<file path="src/rtl/lbc_pkg.sv">
package lbc_pkg;
    localparam logic [3:0] LBC_ADDR_W = 4'h4;
    localparam logic [3:0] LBC_OFS_LINK_BEHAVIOR_CONTROL = 4'ha;
    localparam logic [3:0] LBC_OFS_STATUS = 4'hc;
    localparam int LBC_BIT_FAR_DROP = 15;
    localparam int LBC_BIT_FAST_PD = 6;
    localparam int LBC_BIT_EXT_FD = 5;
    localparam int LBC_BIT_ENH_LED = 4;
    localparam int LBC_BIT_ISO_HD = 3;
    localparam logic [15:0] LBC_RESET = 16'h0100;
    localparam logic [15:0] LBC_WMASK = 16'hfff8;
    localparam logic [31:0] LBC_UNMAPPED = 32'hdeadbeef;

    typedef struct packed {
        logic link_up;
        logic speed_100;
        logic forced_100;
        logic partner_forced_100;
        logic ieee_full_duplex;
        logic activity;
        logic blink_enable;
        logic fast_mdix;
        logic robust_mdix;
    } lbc_phy_in_s;

    typedef struct packed {
        logic tx_disable;
        logic fast_pd_linkup;
        logic full_duplex;
        logic link_led;
        logic mii_isolate;
    } lbc_phy_out_s;
endpackage : lbc_pkg

</file>
<file path="src/rtl/lbc_link_behavior.sv">
// Function
// - Far-end drop set in forced 100 mode: disable transmitter on link loss.
// - Bit 6 set shortens parallel-detect link-up; clear keeps normal timing.
// - Fast or robust crossover mode selected forces fast link-up bit on.
// - Bit 5 set with partner forced 100: link runs full duplex.
// - Bit 5 clear: duplex follows the standard decision, nothing forced.
// - Bit 4 set: link LED only on 100 full duplex; clear: any link.
// - Enhanced LED set: activity blink setting ignored, LED never blinks.
// - Bit 3 set: isolate MII outputs on 100 half-duplex link.
//
// Design decision made here: the Avalon-MM slave port.
`timescale 1ns/10ps
module lbc_link_behavior (
    input wire logic clock,
    input wire logic srst,
    input wire logic [3:0] avs_address,
    input wire logic avs_read,
    input wire logic avs_write,
    input wire logic [31:0] avs_writedata,
    input wire logic [3:0] avs_byteenable,
    output logic [31:0] avs_readdata,
    output logic avs_waitrequest,
    input wire lbc_pkg::lbc_phy_in_s phy_in,
    output lbc_pkg::lbc_phy_out_s phy_out
);
    import lbc_pkg::*;

    typedef enum logic {
        BUS_IDLE,
        BUS_ANSWER
    } lbc_bus_e;

    lbc_bus_e bus_q;
    lbc_bus_e bus_d;
    logic [15:0] ctrl_q;
    logic [15:0] ctrl_d;
    logic [15:0] ctrl_eff;
    logic [8:0] sync_w;
    lbc_phy_in_s s;
    logic take;
    logic [31:0] rdata_d;
    logic fd;
    logic link_100;
    logic tx_off;
    logic led;
    logic isolate;
    lbc_phy_out_s phy_d;

    // Every pin level passes two flip-flops before any logic reads it.
    lbc_sync u_sync (
        .clock(clock),
        .srst(srst),
        .d(phy_in),
        .q(sync_w)
    );

    assign s = lbc_phy_in_s'(sync_w);

    // Byte lanes pick the written bytes; bits 2:0 always keep their old value.
    function automatic logic [15:0] lbc_merge(input logic [15:0] old, input logic [31:0] wd, input logic [3:0] be);
        logic [15:0] r;
        r = old;
        if (be[0]) begin
            r[7:0] = wd[7:0];
        end
        if (be[1]) begin
            r[15:8] = wd[15:8];
        end
        lbc_merge = (r & LBC_WMASK) | (old & ~LBC_WMASK);
    endfunction : lbc_merge

    // Compares a word index with one register offset.
    function automatic logic lbc_hit(input logic [3:0] addr, input logic [3:0] ofs);
        lbc_hit = (addr == ofs);
    endfunction : lbc_hit

    // True for an established link at 100 Mb/s.
    function automatic logic lbc_link_100(input lbc_phy_in_s p);
        lbc_link_100 = p.link_up & p.speed_100;
    endfunction : lbc_link_100

    // Either crossover mode forces the fast link-up bit on, whatever software wrote.
    always_comb begin
        ctrl_eff = ctrl_q;
        if (s.fast_mdix || s.robust_mdix) begin
            ctrl_eff[LBC_BIT_FAST_PD] = 1'b1;
        end
    end

    // A request is taken on the first edge it is seen and answered one cycle later.
    always_comb begin
        bus_d = bus_q;
        case (bus_q)
            BUS_IDLE: begin
                if (avs_read || avs_write) begin
                    bus_d = BUS_ANSWER;
                end
            end
            BUS_ANSWER: begin
                bus_d = BUS_IDLE;
            end
            default: begin
                bus_d = BUS_IDLE;
            end
        endcase
    end

    // State register of the bus handshake.
    always_ff @(posedge clock) begin
        if (srst) begin
            bus_q <= BUS_IDLE;
        end else begin
            bus_q <= bus_d;
        end
    end

    // Waitrequest is a flip-flop of its own, low exactly while the answer stands.
    always_ff @(posedge clock) begin
        if (srst) begin
            avs_waitrequest <= 1'b1;
        end else begin
            avs_waitrequest <= (bus_d != BUS_ANSWER);
        end
    end

    // The answer cycle is the one in which waitrequest is low.
    always_comb begin
        take = (bus_q == BUS_ANSWER);
    end

    // A write lands on the answer edge, while the request still stands.
    always_comb begin
        ctrl_d = ctrl_q;
        if (take && avs_write && lbc_hit(avs_address, LBC_OFS_LINK_BEHAVIOR_CONTROL)) begin
            ctrl_d = lbc_merge(ctrl_q, avs_writedata, avs_byteenable);
        end
    end

    always_ff @(posedge clock) begin
        if (srst) begin
            ctrl_q <= LBC_RESET;
        end else begin
            ctrl_q <= ctrl_d;
        end
    end

    // Read data are loaded on the taking edge and stand through the answer cycle.
    always_comb begin
        if (lbc_hit(avs_address, LBC_OFS_LINK_BEHAVIOR_CONTROL)) begin
            rdata_d = {16'h0000, ctrl_eff};
        end else if (lbc_hit(avs_address, LBC_OFS_STATUS)) begin
            rdata_d = {27'h0, phy_out};
        end else begin
            rdata_d = LBC_UNMAPPED;
        end
    end

    always_ff @(posedge clock) begin
        if (srst) begin
            avs_readdata <= 32'h00000000;
        end else if (avs_read && !take) begin
            avs_readdata <= rdata_d;
        end
    end

    // Extended full duplex only overrides the standard decision against a forced 100 partner.
    always_comb begin
        fd = s.ieee_full_duplex;
        if (ctrl_q[LBC_BIT_EXT_FD] && s.partner_forced_100) begin
            fd = 1'b1;
        end
    end

    always_comb begin
        link_100 = lbc_link_100(s);
    end

    // Far-end link drop only acts in forced 100 mode, and holds the transmitter off while link is down.
    always_comb begin
        tx_off = 1'b0;
        if (ctrl_q[LBC_BIT_FAR_DROP] && s.forced_100) begin
            tx_off = ~s.link_up;
        end
    end

    // The enhanced link LED ignores the blink setting, so activity never blinks it.
    always_comb begin
        if (ctrl_q[LBC_BIT_ENH_LED]) begin
            led = link_100 & fd;
        end else begin
            led = s.link_up & ~(s.blink_enable & s.activity);
        end
    end

    // Isolation applies only to a half-duplex link at 100 Mb/s.
    always_comb begin
        isolate = 1'b0;
        if (ctrl_q[LBC_BIT_ISO_HD] && link_100 && !fd) begin
            isolate = 1'b1;
        end
    end

    always_comb begin
        phy_d.tx_disable = tx_off;
        phy_d.fast_pd_linkup = ctrl_eff[LBC_BIT_FAST_PD];
        phy_d.full_duplex = fd;
        phy_d.link_led = led;
        phy_d.mii_isolate = isolate;
    end

    // All link outputs leave through one register stage.
    always_ff @(posedge clock) begin
        if (srst) begin
            phy_out.tx_disable <= 1'b0;
            phy_out.fast_pd_linkup <= 1'b0;
            phy_out.full_duplex <= 1'b0;
            phy_out.link_led <= 1'b0;
            phy_out.mii_isolate <= 1'b0;
        end else begin
            phy_out <= phy_d;
        end
    end
endmodule : lbc_link_behavior

</file>
<file path="src/rtl/lbc_sync.sv">
`timescale 1ns/10ps
module lbc_sync (
    input wire logic clock,
    input wire logic srst,
    input wire logic [8:0] d,
    output logic [8:0] q
);
    logic [8:0] meta_q;

    always_ff @(posedge clock) begin
        if (srst) begin
            meta_q <= 9'h000;
            q <= 9'h000;
        end else begin
            meta_q <= d;
            q <= meta_q;
        end
    end
endmodule : lbc_sync

</file>
<file path="config.mk">
export PLATFORM = sky130hd
export DESIGN_NAME = lbc_link_behavior
export DESIGN_NICKNAME = d
export VERILOG_FILES = /design/src/rtl/lbc_pkg.sv /design/src/rtl/lbc_link_behavior.sv /design/src/rtl/lbc_sync.sv
export SDC_FILE = /design/constraint.sdc
export NUM_CORES = 1
export LEC_CHECK = 0
export ABC_CLOCK_PERIOD_IN_PS = 1640
export BUFFER_PORTS_ARGS = -buffer_cell sky130_fd_sc_hd__clkbuf_2
export CAP_MARGIN = 10
export CORE_UTILIZATION = 45
export CTS_BUF_LIST = sky130_fd_sc_hd__clkbuf_4 sky130_fd_sc_hd__clkbuf_8
export CTS_CLUSTER_DIAMETER = 200
export DETAILED_ROUTE_END_ITERATION = 8
export PLACE_DENSITY = 0.86
export SKIP_CTS_REPAIR_TIMING = 1
export SYNTH_ARGS = -nofsm -noshare
export SYNTH_HDL_FRONTEND = slang
export SYNTH_SLANG_ARGS = --single-unit
</file>
<file path="constraint.sdc">
create_clock -name clock -period 1.64 [get_ports clock]
set_clock_uncertainty 0.2 [all_clocks]
set_input_delay 0.164 -clock clock [delete_from_list [all_inputs] [get_ports clock]]
set_output_delay 0.164 -clock clock [all_outputs]
set_load 0.005 [all_outputs]
</file>
After elaboration in Yosys (flattened, before gate mapping):

Cells that the tools add are included.

* eq/ne operators: 2
* muxes and demuxes: 12
* bitwise gates (word level): 10
* reductions and logical operators: 12

Operator list (number)
* 32-bit 2-to-1 mux: 2
* 8-bit 2-to-1 mux: 4
* 16-bit by 3-bit OR with 16-bit output: 1
* 4-bit == test, second input constant: 2
* 1-bit logical AND: 7
* 1-bit 2-to-1 mux: 5
* 1-bit inverter: 5
* 1-bit bitwise AND: 4
* 1-bit logical NOT: 2
* 1-bit logical OR: 2
* 1-bit case mux with 2 select lines: 1
* 2-bit OR reduction: 1

* flip-flop bits (word level): 73
* input bits: 53
* word-level logic and storage cells: 47

Depth between registers and ports, before layout:

* depth after elaboration: 5
* depth in mapped cells: 5
* depth with buffers taken out: 3

Cells and area by module:

A second synthesis with hierarchy kept.

* cell total of the unflattened synthesis: 214
* area, all modules: 2064.5 µm²

Modules (own cells, without submodules)
* lbc_link_behavior: times used 1, cells each 177, area each 1575.3 µm², seq. area each 740.7 µm²
* lbc_sync: times used 1, cells each 37, area each 489.2 µm², seq. area each 360.3 µm²

Least setup slack after synthesis:

OpenSTA, ideal clock, no wires.

* path kind: reg-to-reg
* start point: register bus_q
* end point: register avs_readdata[10]
* setup time: 131 ps
* data arrival time: 1102 ps
* path slack: 207 ps
* cell stages (with the launch flop): 5
* path buffers: 1
* path through: dfxtp_1 -> nand2b_1 -> a211oi_2 -> buf_2 -> o32ai_1

* longest elaborated chain between the ends: 2

RTL lines
* start: declaration: RTL line lbc_link_behavior.sv:33 `lbc_bus_e bus_q;`
* start signal: assignment: RTL line lbc_link_behavior.sv:113 `bus_q <= bus_d;`
* 1-bit logical NOT: RTL line lbc_link_behavior.sv:161 `end else if (avs_read && !take) begin`
* 1-bit logical AND: RTL line lbc_link_behavior.sv:161
* end signal: assignment: RTL line lbc_link_behavior.sv:162 `avs_readdata <= rdata_d;`
* end: declaration: RTL line lbc_link_behavior.sv:21 `output logic [31:0] avs_readdata,`

Every way passes these cells.
A chain may end at the register's enable or synchronous reset.

Worst setup path after layout:

* start point: input avs_read
* end point: register avs_readdata[9]

* longest elaborated chain between the ends: 1

RTL lines
* start: declaration: RTL line lbc_link_behavior.sv:17 `input wire logic avs_read,`
* 1-bit logical AND: RTL line lbc_link_behavior.sv:161

Every way passes these cells.

==> metrics <==
length in cells of the worst reg-to-reg path 4; origin of the critical flop-to-flop path bus_q$_SDFF_PP0_; starting density of the core 0.4773; layout overhead on the synthesized area 30.23%; setup TNS 0 ns; power density of the placed cells 949.0 mW/mm2; area post-placement 0.002391 mm2; source of the worst hold timing path srst; total routing resource utilization after global routing 0.1648; Post-Synthesis Cells 207; grt ovf 0; latest clock arrival within the worst-skew pair 0.31 ns; slowest CP cell sky130_fd_sc_hd__dlygate4sd3_1; final wirelength 4197 um; cell count after placement 307; dominant delay contributor by cell family on the critical path buffers and inverters; number of enable-type register cells in the synthesized netlist 0; total via count in the routed design 1634; unrepaired setup endpoints after global routing false; most common library cell in the layout ignoring fill and taps sky130_fd_sc_hd__clkbuf_2; number of rows in the core area 24; cell leakage power 1.174 nW; final worst path period share 0.9383; Top Ports 91; Max Cap Violations 0; Post-Route Utilization 0.6216; Vias/cell 4.820; via count of the first global-routing pass 1412; flip-flop and latch area 0.001101 mm2; final slew viol count 0; total CTS buffers 5; clk sink count 55; worst hold endpoint u_sync.q[3]$_SDFF_PP0_; Worst Slack Setup Final 0.1012 ns; buffer levels on the longest clock path 2; pin count of the biggest net entering global routing 69; total count of hold-check failures in the final report 0; smallest hold slack 0.09166 ns; die boundary width 70.43 um; combined area of the multi-input logic cells 828.3 um2; placer's final routability congestion estimate 0.7590; Clock transition at path regs 0.09 ns; worst hold stages 3; startpoint-to-endpoint class of the critical path input pin to flip-flop; main flop type after synthesis sky130_fd_sc_hd__dfxtp_1; H-tree level count 2; maximum fanout along the worst path 10; CP endpoint kind flip-flop; final critical path time including I/O delays and setup 1.539 ns; iteration-0 DRC count of the detailed router 73; NumNets Final 339; First-pass DRT Iterations 4; Root Driver sky130_fd_sc_hd__clkbuf_8; total power 2.604 mW; fraction of layout instances using a drive strength above 1 0.2892; post-synthesis async set-or-reset flop share 0; Post-DRT Antenna Nets 0; overall die area 0.004960 mm2; post-placement setup slack 0.04760 ns; FF-to-FF setup slack 0.24 ns; number of distinct library cell variants in the gate-level netlist after synthesis 29; Worst R2R End avs_readdata[9]$_SDFFE_PP0P_; run status complete, no violations; I/O Buffers 64; most used cells in the layout excluding fill and tap cells 64 x sky130_fd_sc_hd__clkbuf_2, 55 x sky130_fd_sc_hd__dfxtp_1, 30 x sky130_fd_sc_hd__nand2b_1; placed wire-length estimate 2705 um; total number of yosys warnings 0; slowest cell delay on critical path 0.53 ns; WL per Instance 12.38 um; maximum ir drop on the vdd rail 0.6474 mV; portion of the post-synthesis area used by sequential elements 0.5226; Inserted Diodes 0; sum of buffers and inverters on the critical path 3; Die H 70.43 um; global-route wire length before repair 6292 um; Residual DRC 0; critical path data arrival time 1.55 ns; required time at the endpoint of the critical path 1.65 ns; netlist area before placement 0.002107 mm2; total core area 0.004414 mm2; Finished Layout Cells 339; clock tree from TritonCTS yes; CP cell instances dlygate4sd3_1 -> clkbuf_2 -> nor2b_1 -> buf_4 -> nor2_1 -> o32ai_1; type of the most critical hold path input pin to flip-flop; Max Clock Freq 649.9 MHz; area of all placed cells without fillers 0.002744 mm2; number of antenna violations at the first check in global routing 0; number of inserted filler cells in the final layout 373; # setup viols final 0; mean area per synthesized cell 10.18 um2; type of element launching the critical path input pin; FF+latch count, synth 55
## power by group
part	switching [mW]	total (mW)	internal, mW
sequential	0.0308	1.43	1.39
combinational	0.128	0.299	0.171
clock	0.425	0.880	0.455
## cell type report
| type | count | area share |
|---|---|---|
| Clock buffer | 5 | 0.02508 |
| Clock inverter | 3 | 0.01596 |
| Inverter | 1 | 0.001368 |
| Multi-Input combinational cell | 127 | 0.3019 |
| Sequential cell | 55 | 0.4013 |
| Tap cell | 52 | 0.02371 |
| Timing Repair Buffer | 96 | 0.2307 |
## cells in the mapped netlist, types with 4 or more instances
master	n	area (um2)
sky130_fd_sc_hd__buf_4	17	127.6
sky130_fd_sc_hd__clkbuf_1	7	26.28
sky130_fd_sc_hd__dfxtp_1	55	1101
sky130_fd_sc_hd__nor3_1	4	20.02
sky130_fd_sc_hd__mux2i_1	13	130.1
sky130_fd_sc_hd__nand2b_1	30	187.7
sky130_fd_sc_hd__nor2b_1	20	125.1
sky130_fd_sc_hd__nor2_1	19	71.32
sky130_fd_sc_hd__o32ai_1	9	78.83
## state kept, by name, summed over array words and instances (netlist names)
| signal | cells |
|---|---|
| u_sync.meta_q | 9 |
| bus_q | 1 |
| avs_readdata | 17 |
| ctrl_q | 13 |
| avs_waitrequest | 1 |
| phy_out | 5 |
| u_sync.q | 9 |
## logic make-up after synthesis
| logic type | after synthesis | share of synthesized area |
|---|---|---|
| simple gates | 86 | 0.2393 |
| flops | 55 | 0.5226 |
| other cells | 1 | 0.001780 |
| buf+inv | 29 | 0.09145 |
| mux | 13 | 0.06176 |
| compound gates | 23 | 0.08314 |
## per-layer routing
metal / up-vias / global-route usage / wire, um
li1: 831 / - / -
met1: 734 / 0.1967 / 1788
met2: 58 / 0.2667 / 2088
met3: 11 / 0.05628 / 228
met4: 0 / 0.07333 / 92
met5: - / 0 / 0
## worst max path at each step
| stage | start | end | slack (ns) | cells past startpoint |
|---|---|---|---|---|
| after floorplan | bus_q$_SDFF_PP0_ | avs_readdata[10]$_SDFFE_PP0P_ | 0.21 | 4 |
| after global placement | avs_address[2] | ctrl_q[12]$_SDFFE_PP0P_ | 0.08 | 5 |
| after detailed placement | avs_address[0] | ctrl_q[8]$_SDFFE_PP1P_ | 0.05 | 5 |
| after CTS | bus_q$_SDFF_PP0_ | avs_readdata[9]$_SDFFE_PP0P_ | 0.23 | 4 |
| after global routing | avs_read | avs_readdata[10]$_SDFFE_PP0P_ | 0.0008 | 6 |
| final | avs_read | avs_readdata[9]$_SDFFE_PP0P_ | 0.10 | 6 |
## worst reg2reg max path: cells and delay by family, from the launching register on
family                 cells  cell delay [ns]
AO/OA/AOI/OAI              2             0.35
buffers and inverters      1             0.22
flip-flops                 1             0.34
AND/OR/NAND/NOR            1             0.17
Power figures use the tool's default switching activity.
